[src/logic/marker_cfg.svh]
// constants for the outgoing payload marker
`ifndef MARKER_CFG_SVH
`define MARKER_CFG_SVH
`define LANES 4
`define SYNC_W 13
`define IDX_SCLK 0
`define IDX_HCLK 1
`define IDX_MODE 2
`define IDX_TEN 3
`define IDX_TBYP 4
`define IDX_IPA 5
`define IDX_FS 9
`define COL_W 11
`define STM1_COLS 11'h10e
`define STM1_TOH 11'h009
`define STM4_COLS 11'h438
`define STM4_TOH 11'h024
`define COL_ZERO 11'h000
`define COL_ONE 11'h001
`define BUF_DEPTH 2'h2
`endif

[src/logic/marker_pkg.sv]
// types for the outgoing payload marker
package marker_pkg;
  typedef enum logic [0:0] {
    MODE_STM4 = 1'b0,
    MODE_STM1 = 1'b1
  } lane_mode_t;
endpackage : marker_pkg

[src/logic/outgoing_payload_marker.sv]
// payload-active marker generator for the outgoing byte streams
`timescale 1ns/1ps
`include "marker_cfg.svh"
module outgoing_payload_marker (
  input wire logic core_clk,
  input wire logic rstn,
  input wire logic system_clock_19m,
  input wire logic high_speed_clock_77m,
  input wire logic outgoing_lane_mode_select,
  input wire logic tributary_processing_enable,
  input wire logic tributary_group_bypass,
  input wire logic [3:0] incoming_payload_active,
  input wire logic [3:0] frame_start,
  input wire logic marker_ready,
  output logic marker_valid,
  output logic [3:0] outgoing_payload_active
);
  logic rsync1_n_ff;
  logic rst_n_ff;
  always_ff @(posedge core_clk or negedge rstn) begin
    if (!rstn) begin
      rsync1_n_ff <= 1'b0;
      rst_n_ff <= 1'b0;
    end else begin
      rsync1_n_ff <= 1'b1;
      rst_n_ff <= rsync1_n_ff;
    end
  end

  // pin sampling: three stages, accepted once stages two and three agree
  logic [`SYNC_W-1:0] s1_ff, s2_ff, s3_ff, flt_ff, nxt_flt;
  logic [1:0] prv_ff, nxt_prv;
  always_comb begin
    nxt_prv = {flt_ff[`IDX_HCLK], flt_ff[`IDX_SCLK]};
    for (int b = 0; b < `SYNC_W; b++) begin
      nxt_flt[b] = (s2_ff[b] == s3_ff[b]) ? s3_ff[b] : flt_ff[b];
    end
  end
  always_ff @(posedge core_clk or negedge rst_n_ff) begin
    if (!rst_n_ff) begin
      s1_ff <= '0;
      s2_ff <= '0;
      s3_ff <= '0;
      flt_ff <= '0;
      prv_ff <= 2'h0;
    end else begin
      s1_ff <= {frame_start, incoming_payload_active,
                tributary_group_bypass, tributary_processing_enable,
                outgoing_lane_mode_select, high_speed_clock_77m,
                system_clock_19m};
      s2_ff <= s1_ff;
      s3_ff <= s2_ff;
      flt_ff <= nxt_flt;
      prv_ff <= nxt_prv;
    end
  end

  marker_pkg::lane_mode_t mode;
  logic sclk_edge, hclk_edge, tick, bypass, in_ready, push;
  logic [3:0] word;
  assign mode = marker_pkg::lane_mode_t'(flt_ff[`IDX_MODE]);
  assign sclk_edge = flt_ff[`IDX_SCLK] & ~prv_ff[0];
  assign hclk_edge = flt_ff[`IDX_HCLK] & ~prv_ff[1];
  assign tick = (mode == marker_pkg::MODE_STM1) ? sclk_edge : hclk_edge;
  assign bypass = ~flt_ff[`IDX_TEN] | flt_ff[`IDX_TBYP];
  // a full buffer holds the column counters, so no byte position is skipped
  assign push = tick & in_ready;

  logic [`COL_W-1:0] col_ff [`LANES];
  genvar g;
  generate
    for (g = 0; g < `LANES; g++) begin : g_lane
      logic active;
      logic [`COL_W-1:0] cols, toh, nxt_col;
      assign active = (mode == marker_pkg::MODE_STM1) || (g == 0);
      assign cols = (mode == marker_pkg::MODE_STM1) ? `STM1_COLS : `STM4_COLS;
      assign toh = (mode == marker_pkg::MODE_STM1) ? `STM1_TOH : `STM4_TOH;
      always_comb begin
        nxt_col = col_ff[g];
        word[g] = 1'b0;
        if (active) begin
          if (bypass) begin
            word[g] = flt_ff[`IDX_IPA+g];
          end else begin
            word[g] = (nxt_col >= toh);
          end
        end
        if (push && active) begin
          if (flt_ff[`IDX_FS+g] || col_ff[g] == cols - `COL_ONE) begin
            nxt_col = `COL_ZERO;
          end else begin
            nxt_col = col_ff[g] + `COL_ONE;
          end
        end
      end
      always_ff @(posedge core_clk or negedge rst_n_ff) begin
        if (!rst_n_ff) begin
          col_ff[g] <= `COL_ZERO;
        end else begin
          col_ff[g] <= nxt_col;
        end
      end
    end
  endgenerate

  // two-entry buffer toward the framer
  logic [3:0] buf_ff [2];
  logic [3:0] nxt_buf [2];
  logic [1:0] cnt_ff, nxt_cnt;
  logic nxt_valid, pop;
  assign in_ready = (cnt_ff != `BUF_DEPTH);
  assign pop = marker_valid & marker_ready;
  always_comb begin
    nxt_buf[0] = buf_ff[0];
    nxt_buf[1] = buf_ff[1];
    nxt_cnt = cnt_ff;
    if (pop) begin
      nxt_buf[0] = buf_ff[1];
      nxt_cnt = cnt_ff - 2'h1;
    end
    if (push) begin
      nxt_buf[nxt_cnt[0]] = word;
      nxt_cnt = nxt_cnt + 2'h1;
    end
    nxt_valid = (nxt_cnt != 2'h0);
  end
  always_ff @(posedge core_clk or negedge rst_n_ff) begin
    if (!rst_n_ff) begin
      buf_ff[0] <= 4'h0;
      buf_ff[1] <= 4'h0;
      cnt_ff <= 2'h0;
      marker_valid <= 1'b0;
      outgoing_payload_active <= 4'h0;
    end else begin
      buf_ff[0] <= nxt_buf[0];
      buf_ff[1] <= nxt_buf[1];
      cnt_ff <= nxt_cnt;
      marker_valid <= nxt_valid;
      outgoing_payload_active <= nxt_buf[0];
    end
  end

  property p_overhead_low;
    @(posedge core_clk) disable iff (!rst_n_ff)
    push && !bypass && col_ff[0] == `COL_ONE |-> !word[0];
  endproperty
  a_overhead_low: assert property (p_overhead_low)
    else $error("marker high on an overhead byte");

  property p_bypass_copy;
    @(posedge core_clk) disable iff (!rst_n_ff)
    push && bypass && mode == marker_pkg::MODE_STM1
      |-> word == flt_ff[`IDX_IPA+3:`IDX_IPA];
  endproperty
  a_bypass_copy: assert property (p_bypass_copy)
    else $error("bypass marker differs from input");

  // counters must not move between system clock edges in four-stream mode
  property p_stm1_edge;
    @(posedge core_clk) disable iff (!rst_n_ff)
    mode == marker_pkg::MODE_STM1 && !sclk_edge
      |=> $stable(col_ff[0]) && $stable(col_ff[3]);
  endproperty
  a_stm1_edge: assert property (p_stm1_edge)
    else $error("four-stream marker moved off system clock");

  property p_stm4_edge;
    @(posedge core_clk) disable iff (!rst_n_ff)
    mode == marker_pkg::MODE_STM4 && !hclk_edge
      |=> $stable(col_ff[0]) && $stable(col_ff[1]);
  endproperty
  a_stm4_edge: assert property (p_stm4_edge)
    else $error("wide-stream marker moved off fast clock");

  property p_stm4_idle;
    @(posedge core_clk) disable iff (!rst_n_ff)
    push && mode == marker_pkg::MODE_STM4 |-> word[3:1] == 3'h0;
  endproperty
  a_stm4_idle: assert property (p_stm4_idle)
    else $error("unused markers not quiet");

  property p_stm4_wrap;
    @(posedge core_clk) disable iff (!rst_n_ff)
    push && mode == marker_pkg::MODE_STM4 && $stable(mode)
      && col_ff[0] == `STM4_COLS - `COL_ONE |=> col_ff[0] == `COL_ZERO;
  endproperty
  a_stm4_wrap: assert property (p_stm4_wrap)
    else $error("wide-stream row length wrong");

  property p_buf_out;
    @(posedge core_clk) disable iff (!rst_n_ff)
    push && cnt_ff == 2'h0 |=> marker_valid
      && outgoing_payload_active == $past(word);
  endproperty
  a_buf_out: assert property (p_buf_out)
    else $error("marker word not presented");

  // a stalled receiver must see the same head word on the next edge
  property p_buf_hold;
    @(posedge core_clk) disable iff (!rst_n_ff)
    marker_valid && !marker_ready
      |=> marker_valid && $stable(outgoing_payload_active);
  endproperty
  a_buf_hold: assert property (p_buf_hold)
    else $error("stalled marker word changed");

  property p_frame_restart;
    @(posedge core_clk) disable iff (!rst_n_ff)
    push && flt_ff[`IDX_FS] |=> col_ff[0] == `COL_ZERO;
  endproperty
  a_frame_restart: assert property (p_frame_restart)
    else $error("frame start did not restart the row");

  property p_stm1_wrap;
    @(posedge core_clk) disable iff (!rst_n_ff)
    push && mode == marker_pkg::MODE_STM1
      && col_ff[1] == `STM1_COLS - `COL_ONE |=> col_ff[1] == `COL_ZERO;
  endproperty
  a_stm1_wrap: assert property (p_stm1_wrap)
    else $error("stream two row length wrong");
endmodule : outgoing_payload_marker

[config.mk]
export PLATFORM = sky130hd
export DESIGN_NAME = outgoing_payload_marker
export DESIGN_NICKNAME = d
export VERILOG_FILES = /design/src/logic/marker_pkg.sv /design/src/logic/outgoing_payload_marker.sv
export VERILOG_INCLUDE_DIRS = /design/src /design/src/logic
export SDC_FILE = /design/constraint.sdc
export NUM_CORES = 1
export LEC_CHECK = 0
export BUFFER_PORTS_ARGS = -buffer_cell sky130_fd_sc_hd__buf_2
export CELL_PAD_IN_SITES_DETAIL_PLACEMENT = 1
export CELL_PAD_IN_SITES_GLOBAL_PLACEMENT = 1
export CORE_MARGIN = 1
export CORE_UTILIZATION = 53
export DETAILED_ROUTE_END_ITERATION = 6
export GPL_ROUTABILITY_DRIVEN = 0
export PLACE_DENSITY_LB_ADDON = 0.1
export SYNTH_ARGS = -nofsm -noshare
export SYNTH_HDL_FRONTEND = slang
export SYNTH_SLANG_ARGS = --single-unit
[constraint.sdc]
create_clock -name core_clk -period 5.1 [get_ports core_clk]
set_input_delay 0.51 -clock core_clk [delete_from_list [all_inputs] [get_ports core_clk]]
set_output_delay 0.51 -clock core_clk [all_outputs]
set_load 0.03 [all_outputs]
# Word-level counts from Yosys, hierarchy flattened

Index checks and enable logic that the tools add are counted.

Register bits: 111
Latch bits: 0
Memory bits (writable): 0
Memory bits (read-only): 0
Input bits: 16
Output and inout port bits: 5
Word-level logic and storage cells: 95
Memories kept: 0

Add/subtract/negate cells: 7
Multiply operators: 0
Divide/modulo/power cells: 0
Magnitude comparators: 6
Equality and inequality tests: 18
Shift operators: 0
Multiplexer cells: 21
Bitwise logic cells: 9
Reductions and logical operators: 7

Operators by type and width:

| operator                                                                     | count |
|---|---|
| 11-bit 2-to-1 mux                                                            | 5 |
| 11-bit by 1-bit adder with 11-bit output, second input constant              | 4 |
| 11-bit equality test                                                         | 4 |
| 11-bit greater-or-equal comparator                                           | 3 |
| 1-bit equality test                                                          | 13 |
| 11-bit by 6-bit greater-or-equal comparator with 1-bit output                | 1 |
| 11-bit by 1-bit subtractor with 11-bit output, second input constant         | 1 |
| 8-bit bitwise mux                                                            | 1 |
| 1-bit 2-to-1 mux                                                             | 8 |
| 4-bit 2-to-1 mux                                                             | 2 |
| 8-bit 2-to-1 mux                                                             | 1 |
| 6-bit 2-to-1 mux                                                             | 1 |
| 1-bit AND                                                                    | 4 |
| 4-bit demux with 1-bit select                                                | 1 |
| 1-bit logical OR                                                             | 4 |
| 2-bit 2-to-1 mux                                                             | 2 |
| 1-bit NOT                                                                    | 3 |
| 2-bit by 1-bit adder with 2-bit output, second input constant                | 1 |
| 2-bit greater-or-equal comparator, second input constant                     | 1 |
| 1-bit logical AND                                                            | 2 |
| 2-bit by 1-bit less-than comparator with 1-bit output, second input constant | 1 |
| 2-bit != test, second input constant                                         | 1 |
| 1-bit NOT with 2-bit output                                                  | 1 |
| 2-bit nonzero test                                                           | 1 |
| other kinds (2)                                                              | 2 |

# Logic depth before layout (Yosys ltp)

Depth after elaboration: 9
Mapped depth: 11
Depth with buffers taken out: 9

# Least setup slack after synthesis

OpenSTA, ideal clock, no wires.

Kind: register to register
Start point: register flt_ff[2]
End point: register col_ff[30] in the netlist's numbering
Setup time: 0.104 ns
Arrival time: 2.158 ns
Required time: 4.996 ns
Path slack: 2.838 ns
Cell stages (with the launch flop): 8
Path buffers: 1
Clock period less this slack: 2.262 ns
Path through: dfrtp_1 -> buf_2 -> inv_1 -> ha_1 -> and4_1 -> a21oi_1 -> nand2_1 -> o311ai_1

Cells in the longest elaborated chain, start to end: 5
Elaborated cells on any way between the ends: 8
Those cells by class: 1 x add/sub; 1 x eq/ne; 3 x mux; 1 x bitwise; 2 x reduce/logical

RTL lines:

| item                                                           | RTL line                       | text |
|---|---|---|
| start: declaration                                             | outgoing_payload_marker.sv:31  | `` logic [`SYNC_W-1:0] s1_ff, s2_ff, s3_ff, flt_ff, nxt_flt; `` |
| start signal: assignment                                       | outgoing_payload_marker.sv:53  | `flt_ff <= nxt_flt;` |
| 11-bit 2-to-1 mux (no source line)                             | --                             |  |
| 11-bit by 1-bit subtractor with 11-bit output (no source line) | --                             |  |
| 11-bit equality test (no source line)                          | --                             |  |
| 1-bit logical OR (no source line)                              | --                             |  |
| 11-bit 2-to-1 mux                                              | outgoing_payload_marker.sv:89  | `` if (flt_ff[`IDX_FS+g] \|\| col_ff[g] == cols - `COL_ONE) begin `` |
| end signal: indexed assignment                                 | outgoing_payload_marker.sv:98  | `` col_ff[g] <= `COL_ZERO; `` |
| end signal: indexed assignment                                 | outgoing_payload_marker.sv:100 | `col_ff[g] <= nxt_col;` |
| end: declaration                                               | outgoing_payload_marker.sv:69  | `` logic [`COL_W-1:0] col_ff [`LANES]; `` |

Several ways; a longest one is shown, not always the timed one.
A chain may end at the register's enable or synchronous reset.

# Worst setup path after layout

Start point: register cnt_ff[0]
End point: register col_ff[10] in the netlist's numbering

Cells in the longest elaborated chain, start to end: 3

RTL lines:

| item                           | RTL line                       | text |
|---|---|---|
| start: declaration             | outgoing_payload_marker.sv:109 | `logic [1:0] cnt_ff, nxt_cnt;` |
| start signal: assignment       | outgoing_payload_marker.sv:137 | `cnt_ff <= nxt_cnt;` |
| 2-bit != test (no source line) | --                             |  |
| 1-bit AND                      | outgoing_payload_marker.sv:67  | `assign push = tick & in_ready;` |
| 1-bit logical AND              | outgoing_payload_marker.sv:88  | `if (push && active) begin` |

No other way between the ends.

==> results.md <==
CTS:
- The number of buffers inserted during clock tree synthesis is 9.
- The TritonCTS clock tree is done.
- The largest buffer count on any clock path is 2.
- Clock tree synthesis selected as its root buffer the cell clkbuf_8.
- Clock-pin slew was measured on the worst setup and hold paths at approximately 0.12 ns.
- The H-tree level count is 3.
- The insertion delay of the later-clocked pin in the worst-skew pair is between 0.3 and 0.4 ns.
- For this design, the sink count on the clock tree is 111.

Timing:
- The final hold violation count is 0.
- The final worst clock skew is approximately 0.016 ns.
- Setup repair after global routing left no endpoint under its margin.
- Setup violations remaining at the end of the flow were counted as 0.
- Timing would allow up to 353 MHz.
- Measured against its own limit, the worst slew margin works out to between 40% and 50%.
- The worst path uses a little under three fifths of the clock period.
- The accumulated negative setup slack is 0 ns.
- The final worst hold slack is 0.217 ns.
- The total count of max-transition violations in the final report came to 0.
- The clock period could shrink to roughly 2.8 ns.
- At the pin with the least slew margin, the transition time is slightly below 0.8 ns.

Cells and area:
- Counting the fill cells in the layout gives between 1000 and 1500.
- The layout net count is about 520.
- The register area is 2780 µm².
- 0 antenna diodes ended up in the layout.
- The post-route netlist has approximately an eighth of its cells at a drive strength greater than 1.
- The multi-input combinational cells in the finished layout cover a total of around 2200 µm².
- The area added between synthesis and finish is 8.47%.

Global routing:
- The first global-routing pass estimated ~20000 µm of wire.
- The initial antenna violation count was 0.
- The number of global-route vias before repair is roughly 4000.
- The total congestion overflow is 0.
- The aggregate global-route resource usage is ~26%.
- Entering global routing, the biggest net connects 63 pins.

Detailed routing:
- In the routed layout, each cell is associated on average with a via count of between 5 and 6.
- The detailed router placed approximately 3600 vias in this run.
- After the first detailed-routing iteration, the DRC count stood at 105.
- The number of design rule violations left after detail routing is 0.
- The detailed-routing iteration count for the pre-antenna-repair pass is 5.
- After detailed routing, the average wire length per cell comes to 18.3 µm.
- Wires add up to 11200 µm.
- In this run the remaining antenna-violating nets after routing total 0.

Status:
- The run finished with clean final reports.

Power:
- The leakage power of the design is around 0.0024 µW.
- The total power is between 2000 and 2500 µW.
- Dividing total power by cell area gives a power density of between 400 and 500 nW/µm².
- The maximum vdd drop is approximately 0.00025 V.

Critical path:
- The slowest stage of the critical path is the nand4bb_1 cell.
- Data on the critical path arrives at its endpoint at slightly above 3 ns.
- The biggest fanout along the worst timing path is 22.
- The signal on the critical path passes through inv_1, ha_1, nand4bb_1, buf_4, nor3_1, nand4_1, xor2_1, nor2_1.
- In this design, the stage delay of the slowest critical-path cell is 0.69 ns.
- The critical path start-end classification is flip-flop to flip-flop.
- The worst setup path is captured at a flip-flop.
- The worst reg2reg path depth is 8.
- The required arrival time at the worst endpoint is approximately 5.4 ns.
- The worst setup path is launched from a flip-flop.

Yosys:
- For this run, the register share of the synthesized area comes to between 50% and 60%.
- The count of cell types in the netlist is between 60 and 70.
- The proportion of register bits with asynchronous set or reset after synthesis is between 90% and 100%.
- Synthesis produced between 400 and 500 cells.
- The post-synthesis cell area is between 5000 and 6000 µm².
- In this run, synthesis produced a sequential element count of around 110.
- The number of warning messages in the yosys log is 0.
- In the synthesized netlist the dominant register cell turns out to be dfrtp_1.
- In this run the mean area of a mapped cell was about 11 µm².
- The number of enable flip-flop cells after synthesis is 0.
- The net count after synthesis is just under 500.

Placed design:
- The HPWL reported at the end of detailed placement is 8000 µm.
- Input and output buffers added on the ports amount to 20.

Die:
- The die covers approximately 10000 µm².
- The width of the die is between 90 and 100 µm.
- The number of top-level pins is 21.
- The core region is about 9300 µm².
- The die span in y is roughly 100 µm.
- The initial utilization of the core area, before any placement, comes to a little over half.
- After floorplanning, the core was divided into 35 placement rows.

Hold path:
- The count of cells along the worst hold path is 1.
- In this run the worst hold path is classified as input pin to flip-flop.

Run:
- The max-cap check violation count is 0.
cells in the final DEF (no fill, tap or decap), types with 4 or more instances in the layout:
master     Yosys  routed
mux2i_1        5       5
and4_1         5       5
nand4_1        6       6
maj3_1        13      13
nor3_1        10      10
ha_1          22      22
buf_2          3      20
o22ai_1        4       4
nand2_1       52      52
clkbuf_8       0       9
xnor2_1        4       4
nand3_1       28      28
or4_1          4       4
dfrtp_1      111     110
nand2b_1      12      12
buf_4          4       4
o2bb2ai_1      8       8
mux2_2         6       6
inv_1         13      13
o21ai_0       34      34
nor2_1        15      15
nor4bb_1       4       4
a31oi_1        4       4
a21oi_1       14      14
xor2_1         8       8
and3_1        12      12
nor4_1         5       5
state kept, by name, summed over array words and instances, names as in the netlist, named ones only:
name,flops
outgoing_payload_active,4
prv_ff,2
s2_ff,13
s3_ff,13
cnt_ff,2
flt_ff,13
s1_ff,13
rst_n_ff,1
marker_valid,1
col_ff,44
rsync1_n_ff,1
path summary, 6_finish.rpt:
| kind | from | to | slack [ns] |
|---|---|---|---|
| max in group asynchronous | rst_n_ff | col_ff[2] | 3.57 |
| worst min-delay path | frame_start[1] | s1_ff[10] | 0.22 |
| worst min register to register | s1_ff[1] | s2_ff[1] | 0.36 |
| worst max-delay path | cnt_ff[0] | col_ff[10] | 2.26 |
| worst max register to register | cnt_ff[0] | col_ff[10] | 2.26 |
| min in group asynchronous | rst_n_ff | s1_ff[2] | 0.43 |
synthesized netlist by cell type, types with 3 or more instances:
cell	n	share of area, %
inv_1	13	0.96
or4_1	4	0.59
clkbuf_1	4	0.30
ha_1	22	5.4
buf_2	3	0.30
xnor2_1	4	0.69
nand2b_1	12	1.5
and4_1	5	0.86
nand3_1	28	2.8
a21o_1	3	0.44
nor4bb_1	4	0.79
mux2i_1	5	0.98
and3_1	12	1.5
mux2_2	6	1.3
nor2_1	15	1.1
o2bb2ai_1	8	1.4
o21ai_0	34	3.3
a21oi_1	14	1.4
nor3_1	10	0.98
a31oi_1	4	0.49
dfrtp_1	111	55
xor2_1	8	1.4
o22ai_1	4	0.49
nand2_1	52	3.8
nand4_1	6	0.74
nor4_1	5	0.62
buf_4	4	0.59
o311ai_1	3	0.52
maj3_1	13	2.6
what timing repair did:
item | CTS | global route
endpoints found under the hold margin | 2 | 0
setup endpoints to repair | 0 | 0
hold buffers | 1 | 0
gates resized for setup | 0 | 0
buffers inserted | 0 | 0
critical path, delay by kind of cell (launching register included):
kind	cells	cell delay (ns)
simple gates	4	1.37
flops	1	0.41
fa+ha+maj	1	0.26
xor+xnor	1	0.15
buf+inv	2	0.53
through the flow:
| step | setup slack [ns] | utilization [%] | std cells | cell area (µm²) |
|---|---|---|---|---|
| 2_1_floorplan | 1.78 | - | 457 | 5080 |
| 3_3_place_gp | 2.43 | 57.0 | 596 | 5290 |
| 3_5_place_dp | 2.26 | 57.0 | 596 | 5290 |
| 4_1_cts | 2.26 | 59.4 | 613 | 5510 |
| 5_1_grt | 2.08 | 59.4 | 613 | 5510 |
| 6_report | 2.26 | 59.4 | 613 | 5510 |
area by class of cell:
class,count,share of cell area [%]
Inverter,14,1.18
Clock inverter,7,1.61
Clock buffer,9,2.25
Multi-Input combinational cell,318,39.0
Sequential cell,111,50.5
Tap cell,129,2.93
Timing Repair Buffer,25,2.54
metal layers:
layer	global-route usage, %	vias up	share of wire [%]
li1	-	1692	-
met1	31.5	1866	43
met2	44.9	46	53
met3	5.15	18	2.4
met4	9.28	0	2.0
met5	0	-	0
power breakdown:
part | total [µW] | internal, µW | switching, µW
sequential | 1180 | 1010 | 169
clock | 550 | 204 | 347
combinational | 548 | 238 | 310
total | 2280 | 1450 | 826
kinds of logic (layout without fill, tap and decap cells):
logic type	Yosys count	in the layout	share of synthesized area [%]
xor+xnor	12	12	2.07
buf+inv	28	55	3.00
fa+ha+maj	35	35	7.98
other cells	1	1	0.0738
flops	111	111	54.7
compound gates	87	87	11.1
mux	11	11	2.31
simple gates	172	172	18.8
No activity file was read; power rests on OpenSTA's default activity.
